File: src/inc/pcr_pkg.sv
// Shared constants and carriers for the port capability register slice
package pcr_pkg;

    // Register byte offsets
    localparam logic [11:0] PCR_OFS_MSG_UPPER = 12'h050;
    localparam logic [11:0] PCR_OFS_MSG_DATA = 12'h054;
    localparam logic [11:0] PCR_OFS_EXP_CAP = 12'h068;
    localparam logic [11:0] PCR_OFS_DEV_CAP = 12'h06c;

    // Reset values
    localparam logic [31:0] PCR_RST_MSG_UPPER = 32'h0000_0000;
    localparam logic [15:0] PCR_RST_MSG_DATA = 16'h0000;

    // Express capability header fields
    localparam logic [7:0] PCR_CAP_ID = 8'h10;
    localparam logic [7:0] PCR_RST_NEXT_PTR = 8'ha4;
    localparam logic [3:0] PCR_CAP_VERSION = 4'h2;
    localparam logic [3:0] PCR_TYPE_UP = 4'h5;
    localparam logic [3:0] PCR_TYPE_DOWN = 4'h6;
    localparam logic [4:0] PCR_INT_MSG_NUM = 5'h00;
    localparam int PCR_POS_NEXT_PTR = 8;
    localparam int PCR_POS_VERSION = 16;
    localparam int PCR_POS_TYPE = 20;
    localparam int PCR_POS_SLOT = 24;
    localparam int PCR_POS_MSG_NUM = 25;

    // Device capabilities fields
    localparam logic [2:0] PCR_MPS_128 = 3'h0;
    localparam logic [2:0] PCR_MPS_256 = 3'h1;
    localparam logic [2:0] PCR_MPS_512 = 3'h2;
    localparam logic [2:0] PCR_RST_MPS = PCR_MPS_256;
    localparam logic PCR_RST_RBER = 1'b1;
    localparam logic PCR_RST_SLOT_IMPL = 1'b1;
    localparam int PCR_POS_PHANTOM = 3;
    localparam int PCR_POS_EXT_TAG = 5;
    localparam int PCR_POS_L0S_LAT = 6;
    localparam int PCR_POS_L1_LAT = 9;
    localparam int PCR_POS_RBER = 15;
    localparam int PCR_POS_PWR_VAL = 18;
    localparam int PCR_POS_PWR_SCALE = 26;

    // Configuration access request
    typedef struct packed {
        logic rd;
        logic wr;
        logic [11:0] addr;
        logic [3:0] be;
        logic [31:0] wdata;
    } pcr_cfg_req_t;

    // Preload of loadable fields
    typedef struct packed {
        logic valid;
        logic [7:0] next_ptr;
        logic slot_impl;
        logic [2:0] mps;
        logic rber;
    } pcr_preload_t;

    // Captured slot power limit message
    typedef struct packed {
        logic valid;
        logic [7:0] value;
        logic [1:0] scale;
    } pcr_pwr_msg_t;

endpackage

File: src/pcr_word_reg.sv
`timescale 1ns/100ps
`default_nettype none
// One byte-enabled read-write word with reset value
module pcr_word_reg
    import pcr_pkg::*;
#(
    parameter int WIDTH = 32,
    parameter logic [WIDTH-1:0] RST_VAL = '0
) (
    // Clock and reset
    input wire logic clk_sys,
    input wire logic rst_n,
    // Write side
    input wire logic wr_en,
    input wire logic [3:0] be,
    input wire logic [31:0] wdata,
    // Stored value
    output logic [WIDTH-1:0] value_q
);

    // Byte lane merge; lanes above WIDTH are dropped
    function automatic logic [WIDTH-1:0] merge(input logic [WIDTH-1:0] old,
                                               input logic [3:0] lanes,
                                               input logic [31:0] data);
        logic [WIDTH-1:0] res;
        res = old;
        for (int i = 0; i < WIDTH; i++) begin
            if (lanes[i / 8]) begin
                res[i] = data[i];
            end
        end
        return res;
    endfunction

    // Storage
    always_ff @(posedge clk_sys or negedge rst_n) begin
        if (!rst_n) begin
            value_q <= RST_VAL;
        end else if (wr_en) begin
            value_q <= merge(value_q, be, wdata);
        end
    end

endmodule // pcr_word_reg
`default_nettype wire

File: src/pcr_port_regs.sv
`timescale 1ns/100ps
`default_nettype none
// Contract
// - Upper message address, 32-bit read-write, resets to zero, used with 64-bit MSI.
// - Message data, 16-bit read-write in low half, resets to zero.
// - Header low byte is capability id 10h; next byte pointer defaults A4h.
// - Capability version field reads constant 2.
// - Port type reads 0101b upstream, 0110b downstream; read-only.
// - Slot implemented reads zero upstream, defaults one downstream.
// - Interrupt message number field reads all zeros.
// - Max payload supported codes 0..2 for 128..512 bytes, default 256 code.
// - Phantom functions supported reads zero.
// - Extended tag supported reads zero.
// - Both endpoint acceptable latency fields read zero.
// - Role-based error reporting defaults one, preload may override.
// - Upstream only captures slot power value and scale from message; else zero.
module pcr_port_regs
    import pcr_pkg::*;
(
    // Clock and reset
    input wire logic clk_sys,
    input wire logic reset_n,
    // Port role strap, static
    input wire logic is_upstream,
    // Configuration access
    input wire pcr_cfg_req_t cfg_req,
    output logic [31:0] cfg_rdata_q,
    output logic cfg_ack_q,
    // Preload and message capture
    input wire pcr_preload_t preload,
    input wire pcr_pwr_msg_t pwr_msg,
    // MSI 64-bit capability, effective message address upper half and message data
    input wire logic msi_64bit_cap,
    output logic [31:0] msi_addr_upper_q,
    output logic [15:0] msi_data_q
);

    logic [1:0] rst_sync_q;
    logic rst_n;
    logic [1:0] up_sync_q;
    logic up_q;
    logic wr_upper;
    logic wr_data;
    logic [31:0] upper_q;
    logic [15:0] data_q;
    logic [7:0] next_ptr_q;
    logic slot_impl_q;
    logic [2:0] mps_q;
    logic rber_q;
    logic [7:0] pwr_val_q;
    logic [1:0] pwr_scale_q;
    logic [31:0] exp_cap;
    logic [31:0] dev_cap;
    logic [31:0] rdata_d;

    // Reset release through two flops
    always_ff @(posedge clk_sys or negedge reset_n) begin
        if (!reset_n) begin
            rst_sync_q <= 2'h0;
        end else begin
            rst_sync_q <= {rst_sync_q[0], 1'b1};
        end
    end
    assign rst_n = rst_sync_q[1];

    // Strap synchroniser
    always_ff @(posedge clk_sys or negedge rst_n) begin
        if (!rst_n) begin
            up_sync_q <= 2'h0;
        end else begin
            up_sync_q <= {up_sync_q[0], is_upstream};
        end
    end
    assign up_q = up_sync_q[1];

    // Write strobes for the read-write words
    assign wr_upper = cfg_req.wr && (cfg_req.addr == PCR_OFS_MSG_UPPER);
    assign wr_data = cfg_req.wr && (cfg_req.addr == PCR_OFS_MSG_DATA);

    // Upper message address
    pcr_word_reg #(.WIDTH(32), .RST_VAL(PCR_RST_MSG_UPPER)) u_upper (
        .clk_sys(clk_sys),
        .rst_n(rst_n),
        .wr_en(wr_upper),
        .be(cfg_req.be),
        .wdata(cfg_req.wdata),
        .value_q(upper_q)
    );

    // Message data, upper lanes dropped
    pcr_word_reg #(.WIDTH(16), .RST_VAL(PCR_RST_MSG_DATA)) u_data (
        .clk_sys(clk_sys),
        .rst_n(rst_n),
        .wr_en(wr_data),
        .be(cfg_req.be),
        .wdata(cfg_req.wdata),
        .value_q(data_q)
    );

    // Loadable fields change only by preload
    always_ff @(posedge clk_sys or negedge rst_n) begin
        if (!rst_n) begin
            next_ptr_q <= PCR_RST_NEXT_PTR;
            slot_impl_q <= PCR_RST_SLOT_IMPL;
            mps_q <= PCR_RST_MPS;
            rber_q <= PCR_RST_RBER;
        end else if (preload.valid) begin
            next_ptr_q <= preload.next_ptr;
            slot_impl_q <= preload.slot_impl;
            // Codes above 512 bytes fall back to 256
            mps_q <= (preload.mps > PCR_MPS_512) ? PCR_RST_MPS : preload.mps;
            rber_q <= preload.rber;
        end
    end

    // Slot power capture, upstream only
    always_ff @(posedge clk_sys or negedge rst_n) begin
        if (!rst_n) begin
            pwr_val_q <= 8'h00;
            pwr_scale_q <= 2'h0;
        end else if (!up_q) begin
            pwr_val_q <= 8'h00;
            pwr_scale_q <= 2'h0;
        end else if (pwr_msg.valid) begin
            pwr_val_q <= pwr_msg.value;
            pwr_scale_q <= pwr_msg.scale;
        end
    end

    // Read images; reserved bits zero
    always_comb begin
        exp_cap = 32'h0000_0000;
        exp_cap[7:0] = PCR_CAP_ID;
        exp_cap[PCR_POS_NEXT_PTR +: 8] = next_ptr_q;
        exp_cap[PCR_POS_VERSION +: 4] = PCR_CAP_VERSION;
        exp_cap[PCR_POS_TYPE +: 4] = up_q ? PCR_TYPE_UP : PCR_TYPE_DOWN;
        exp_cap[PCR_POS_SLOT] = up_q ? 1'b0 : slot_impl_q;
        exp_cap[PCR_POS_MSG_NUM +: 5] = PCR_INT_MSG_NUM;
        dev_cap = 32'h0000_0000;
        dev_cap[2:0] = mps_q;
        dev_cap[PCR_POS_PHANTOM +: 2] = 2'h0;
        dev_cap[PCR_POS_EXT_TAG] = 1'b0;
        dev_cap[PCR_POS_L0S_LAT +: 3] = 3'h0;
        dev_cap[PCR_POS_L1_LAT +: 3] = 3'h0;
        dev_cap[PCR_POS_RBER] = rber_q;
        dev_cap[PCR_POS_PWR_VAL +: 8] = pwr_val_q;
        dev_cap[PCR_POS_PWR_SCALE +: 2] = pwr_scale_q;
    end

    // Read decode; unmapped reads zero
    always_comb begin
        if (cfg_req.addr == PCR_OFS_MSG_UPPER) begin
            rdata_d = upper_q;
        end else if (cfg_req.addr == PCR_OFS_MSG_DATA) begin
            rdata_d = {16'h0000, data_q};
        end else if (cfg_req.addr == PCR_OFS_EXP_CAP) begin
            rdata_d = exp_cap;
        end else if (cfg_req.addr == PCR_OFS_DEV_CAP) begin
            rdata_d = dev_cap;
        end else begin
            rdata_d = 32'h0000_0000;
        end
    end

    // Registered answer, one cycle after request
    always_ff @(posedge clk_sys or negedge rst_n) begin
        if (!rst_n) begin
            cfg_rdata_q <= 32'h0000_0000;
            cfg_ack_q <= 1'b0;
        end else begin
            cfg_ack_q <= cfg_req.rd || cfg_req.wr;
            cfg_rdata_q <= cfg_req.rd ? rdata_d : 32'h0000_0000;
        end
    end

    // MSI outputs; upper half only with 64-bit capability
    always_ff @(posedge clk_sys or negedge rst_n) begin
        if (!rst_n) begin
            msi_addr_upper_q <= 32'h0000_0000;
            msi_data_q <= 16'h0000;
        end else begin
            msi_addr_upper_q <= msi_64bit_cap ? upper_q : 32'h0000_0000;
            msi_data_q <= data_q;
        end
    end
endmodule // pcr_port_regs
`default_nettype wire

File: config.mk
export PLATFORM = sky130hd
export DESIGN_NAME = pcr_port_regs
export DESIGN_NICKNAME = d
export VERILOG_FILES = /design/src/inc/pcr_pkg.sv /design/src/pcr_word_reg.sv /design/src/pcr_port_regs.sv
export SDC_FILE = /design/constraint.sdc
export NUM_CORES = 1
export LEC_CHECK = 0
export BUFFER_PORTS_ARGS = -buffer_cell sky130_fd_sc_hd__buf_2
export CORE_AREA = 2 2 86 151
export CTS_BUF_LIST = sky130_fd_sc_hd__clkbuf_4
export DETAILED_ROUTE_END_ITERATION = 10
export DIE_AREA = 0 0 88 153
export MAX_ROUTING_LAYER = met4
export PLACE_DENSITY = 0.77
export SLEW_MARGIN = 20
export SYNTH_ARGS = -nofsm -noshare
export SYNTH_HDL_FRONTEND = slang
export SYNTH_SLANG_ARGS = --single-unit
File: constraint.sdc
create_clock -name clk_sys -period 4.7 [get_ports clk_sys]
set_input_delay 0.47 -clock clk_sys [delete_from_list [all_inputs] [get_ports clk_sys]]
set_output_delay 0.47 -clock clk_sys [all_outputs]
set_load 0.01 [all_outputs]
### Word level (Yosys, flattened, before mapping)

Cells that the tools add are included.

* input port bits: 79
* output and inout port bits: 81
* flip-flop bits (word level): 156
* logic and storage cells: 46

* $lt $le $gt $ge: 1
* muxes and demuxes: 13
* equality and inequality tests: 5
* reduce and logical (&&, ||, !) cells: 9

Operators with widths (count)
* 2-to-1 mux 32 bit: 3
* 2-to-1 mux 28 bit: 3
* == test 12 x 7 -> 1 bit (second input constant): 4
* 2-to-1 mux 8 bit: 2
* AND reduction 2 bit: 6
* 2-to-1 mux 2 bit: 3
* greater-than comparator 3 x 2 -> 1 bit (second input constant): 1
* 2-to-1 mux 3 bit: 1
* logical AND 1 bit: 2
* != test 2 bit (second input constant): 1
* logical OR 1 bit: 1
* 2-to-1 mux 1 bit: 1

### Logic depth before layout (Yosys ltp)

* depth after elaboration: 6
* mapped depth: 7
* depth with buffers taken out: 4

### Hierarchy

A second synthesis with hierarchy kept.

* cell total of the unflattened synthesis: 432
* area, all modules: 6015.8 um^2

By module, submodules not included
* pcr_port_regs: cells an instance 330, sequential area each 2710.1 um^2, instances 1, area each 4236.6 um^2
* pcr_word_reg (u_upper): cells an instance 68, sequential area each 800.8 um^2, instances 1, area each 1186.1 um^2
* pcr_word_reg (u_data): cells an instance 34, sequential area each 400.4 um^2, instances 1, area each 593.1 um^2

### Worst setup path before layout

Ideal clock, no wire load.

* kind: input -> register
* start point: in cfg_req[38] (netlist bit)
* end point: reg u_upper.value_q[10]
* required time: 4575 ps
* slack: 3011 ps
* setup time: 125 ps
* path buffers: 1
* stages: 4
* arrival time: 1564 ps
* cells stage by stage: buf_6 -> nor4b_4 -> nand4_2 -> mux2_2

* longest elaborated chain between the ends: 3

Ends and longest elaborated chain
* start: declaration: RTL line pcr_port_regs.sv:26 `input wire pcr_cfg_req_t cfg_req,`
* == test 12 x 7 -> 1 bit: RTL line pcr_port_regs.sv:77 `assign wr_upper = cfg_req.wr && (cfg_req.addr == PCR_OFS_MSG_UPPER);`
* logical AND 1 bit: RTL line pcr_port_regs.sv:77
* AND reduction 2 bit (no source line)
* end signal: assignment: RTL line pcr_word_reg.sv:40 `value_q <= merge(value_q, be, wdata);`
* end: declaration: RTL line pcr_word_reg.sv:18 `output logic [WIDTH-1:0] value_q`

Every way passes these cells.
A chain may end at the register's enable or synchronous reset.

### Final worst setup path

* start point: in cfg_req[43] (netlist bit)
* end point: reg cfg_rdata_q[9]

* longest elaborated chain between the ends: 5
* elaborated cells between the ends (all ways): 7
* classes of those cells: eq/ne (3); mux (4)

Ends and longest elaborated chain
* == test 12 x 7 -> 1 bit: RTL line pcr_port_regs.sv:156 `end else if (cfg_req.addr == PCR_OFS_EXP_CAP) begin`
* 2-to-1 mux 28 bit: RTL line pcr_port_regs.sv:156
* 2-to-1 mux 28 bit: RTL line pcr_port_regs.sv:154 `end else if (cfg_req.addr == PCR_OFS_MSG_DATA) begin`
* 2-to-1 mux 32 bit *: RTL line pcr_port_regs.sv:152 `if (cfg_req.addr == PCR_OFS_MSG_UPPER) begin`
* 2-to-1 mux 32 bit *: RTL line pcr_port_regs.sv:172 `cfg_rdata_q <= cfg_req.rd ? rdata_d : 32'h0000_0000;`
* end signal: assignment: RTL line pcr_port_regs.sv:172
* end: declaration: RTL line pcr_port_regs.sv:27 `output logic [31:0] cfg_rdata_q,`

Every way passes the cells marked *; elsewhere a longest branch is shown, timed or not.

==> results.tsv <==
stage	metric	value	unit
timing	slew_headroom	31.7	%
drt	drt_iter0_drc	208	
drt	final_antenna_net_count	0	
critical_path	cp_slowest_cell	nand3_1	
pwr	power_density	324	nW/µm²
logic_synthesis	ys_types	36	
clock_tree	post-cts-setup-buffers	0	
floorplanning	placementRows	54	
pwr	cellLeakagePower	0.00385	µW
global_routing	grt_overflow	0	
clock_tree	clkLatencyLatePin	0.55	ns
clock_tree	cts_buffers	17	
critical_path	cp.arrival	2.83	ns
floorplanning	core-area	12200	µm²
logic_synthesis	yosys_warnings	0	
floorplanning	fp.dieH	153	µm
logic_synthesis	synth-seq-area-share	66.4	%
timing	tns	0	ns
critical_path	max_stage_delay	0.93	ns
flow_run	maxCapViolations	0	
placement	dp_slack	1.65	ns
clock_tree	cts_sinks	156	
logic_synthesis	ys.flop_type	dfrtp_1	
critical_path	rr_worst_depth	1	
global_routing	gr-usage-met1	25.2	%
timing	hold_viol	0	
drt	vias_per_cell	5.16	
clock_tree	root_buffer	clkbuf_4	
critical_path	cp.depth	4	
drt	drc	0	
global_routing	grt_max_degree	81	
critical_path	critical_path_required	5.13	ns
placement	dp_hpwl	9660	µm
pwr	power.total	2310	µW
floorplanning	dieArea	13500	µm²
timing	hold_slack	0.149	ns
logic_synthesis	async_reset_ff_share	100	%
finish	final_common_cell	buf_2	
global_routing	grt_pass1_wl	21600	µm
timing	setup_violations	0	
critical_path	path_class	primary input to register	
logic_synthesis	syn_area_per_cell	14.2	µm²
global_routing	grt_pass1_vias	4144	
logic_synthesis	yosysTopAreaCell	dfrtp_1	
critical_path	worst-path-max-fanout	22	
min_path	min_to	u_upper.value_q[21]	
drt	vias	3907	
logic_synthesis	synth_edf_count	0	
pwr	swShare	24.3	%
logic_synthesis	syn_inst	416	
pwr	combPwrFrac	5.2	%
drt	routedWlPerCell	18.1	µm
finish	synthToLayoutAreaGrowth	21.0	%
critical_path	startpoint_type	primary input	
clock_tree	cts_max_level	4	
critical_path	r2r_start	rst_sync_q[1]	
pwr	clockPowerShare	34.8	%
pwr	peakVddDrop	189	µV
min_path	hold_depth	2	
pwr	p_int	1750	µW
floorplanning	initial_core_util	48.2	%
clock_tree	clk_pin_slew	0.13	ns
critical_path	crit_family	simple AND/OR/NAND/NOR gates	
global_routing	grt_usage	22.3	%
critical_path	critPathBufInv	1	
finish	layout.nets	654	
critical_path	r2r_slack	3.29	ns
timing	slew_violations	0	
placement	portBuffers	159	
logic_synthesis	synth_top_area_share	63.7	%
timing	timing.final.crit_period	2.40	ns
placement	routabilityCongestion	0.807	
timing	setup_ws	2.30	ns
min_path	hp-class	primary input to register	
critical_path	crit_chain	buf_2 > nor4b_2 > nand3_1 > a211oi_1	
pwr	seqPwrFrac	60.1	%
logic_synthesis	syn_nets	495	
timing	tightest_slew	1.02	ns
logic_synthesis	synth-seq-cells	156	
logic_synthesis	synth_area_leaders	dfrtp_1 64%, mux2_2 11%, and2_1 3.6%	
finish	layout-drive-gt1-share	46.1	%
clock_tree	cts_resized	0	
timing	rsz0062_at_grt	false	
clock_tree	clockBufferDepth	2	
global_routing	grt_util_met2	37.5	%
floorplanning	die_x	88	µm
timing	fmax	417	MHz
clock_tree	cts_tree	built	
outcome	status	completed	
min_path	hold_path_startpoint	cfg_req[21]	
logic_synthesis	synth_area	5890	µm²
finish	finalInstanceArea	7130	µm²
critical_path	rr_endpoint	rber_q	
pwr	switchingPower	561	µW
global_routing	antenna_found_initial	1	
global_routing	busiest_layer	met2	
timing	skew	0.0202	ns
critical_path	critPathCaptureType	register	
floorplanning	pin_count	160	
global_routing	met3_usage	5.62	%
placement	place_area	6820	µm²
timing	fin_crit_sh	51.1	%
drt	first_pass_iters	5	
finish	layout_common_cells	159 x buf_2, 149 x dfrtp_1, 60 x mux2_2	
drt	wl	13700	µm
-- worst max path at each step --
stage | end | from | slack, ns
after global routing | cfg_rdata_q[13] | cfg_req[43] | 2.01
final | cfg_rdata_q[9] | cfg_req[43] | 2.30
after detailed placement | cfg_rdata_q[13] | cfg_req[43] | 1.65
after floorplan | cfg_ack_q | rst_sync_q[1] | 0.04
after global placement | cfg_rdata_q[8] | cfg_req[43] | 1.89
after CTS | cfg_rdata_q[9] | cfg_req[43] | 2.27
-- repair_timing --
item | in CTS | in global routing
hold buffers | 1 | 1
setup endpoints to repair | 0 | 0
hold endpoints to repair | 2 | 1
-- flip-flops by register name (all words and copies together) (netlist names), 2 cells and up --
signal            cells
pwr_val_q             8
msi_data_q           16
up_sync_q             2
mps_q                 3
msi_addr_upper_q     32
rst_sync_q            2
u_data.value_q       16
next_ptr_q            8
u_upper.value_q      32
pwr_scale_q           2
cfg_rdata_q          32
-- stage by stage --
stage	std cells	util [%]
floorplan	416	-
global placement	722	55.8
finish	757	58.3
global route	757	58.3
CTS	755	58.2
detailed placement	722	55.8
-- Yosys cell counts, types with 2 or more instances --
master      n
nor2_1     16
dfrtp_1   150
a21oi_1    11
o21bai_1    8
nand3_1    13
a32oi_1     6
nand2_1     6
buf_2       7
buf_4       2
and3b_1     2
dfstp_2     6
mux2_2     60
a211oi_1    7
nand4_2     6
nand4b_1    3
clkbuf_1   13
mux2i_1    14
buf_6       2
a31oi_1     6
and2_1     34
nor2b_1    11
and3_1     13
nand4_1     7
-- power groups by stage --
stage / clock [µW] / sequential, µW / combinational [µW]
finish: 802 / 1390 / 119
global route: 877 / 1390 / 132
global placement: 0 / 1410 / 114
detailed placement: 0 / 1410 / 119
CTS: 818 / 1390 / 120
floorplan: 0 / 1420 / 53.2
-- cell type report --
type,count,area (µm²)
multi-input combinational,235,1860
antenna,1,2.50
timing repair buffer,164,851
clock inverter,13,143
clock buffer,19,143
fill,1028,5100
inverter,1,3.75
tap,168,210
sequential,156,3920
-- metal layers --
metal	up-vias	part of all wire (%)
li1	1782	-
met1	1975	39
met2	127	54
met3	23	4.7
met4	0	2.1
met5	-	0
-- cell families (layout without fill, tap and decap cells) --
group                  after synthesis  after routing  share of synthesized area (%)
DFF                                156            156                           66.4
and+or+nand+nor                    118            118                           12.7
muxes                               74             74                           13.8
AOI/OAI and AO/OA                   42             42                           4.86
buffers and inverters               25            197                           2.12
other                                1              2                         0.0637
No activity file was read; power rests on OpenSTA's default activity.
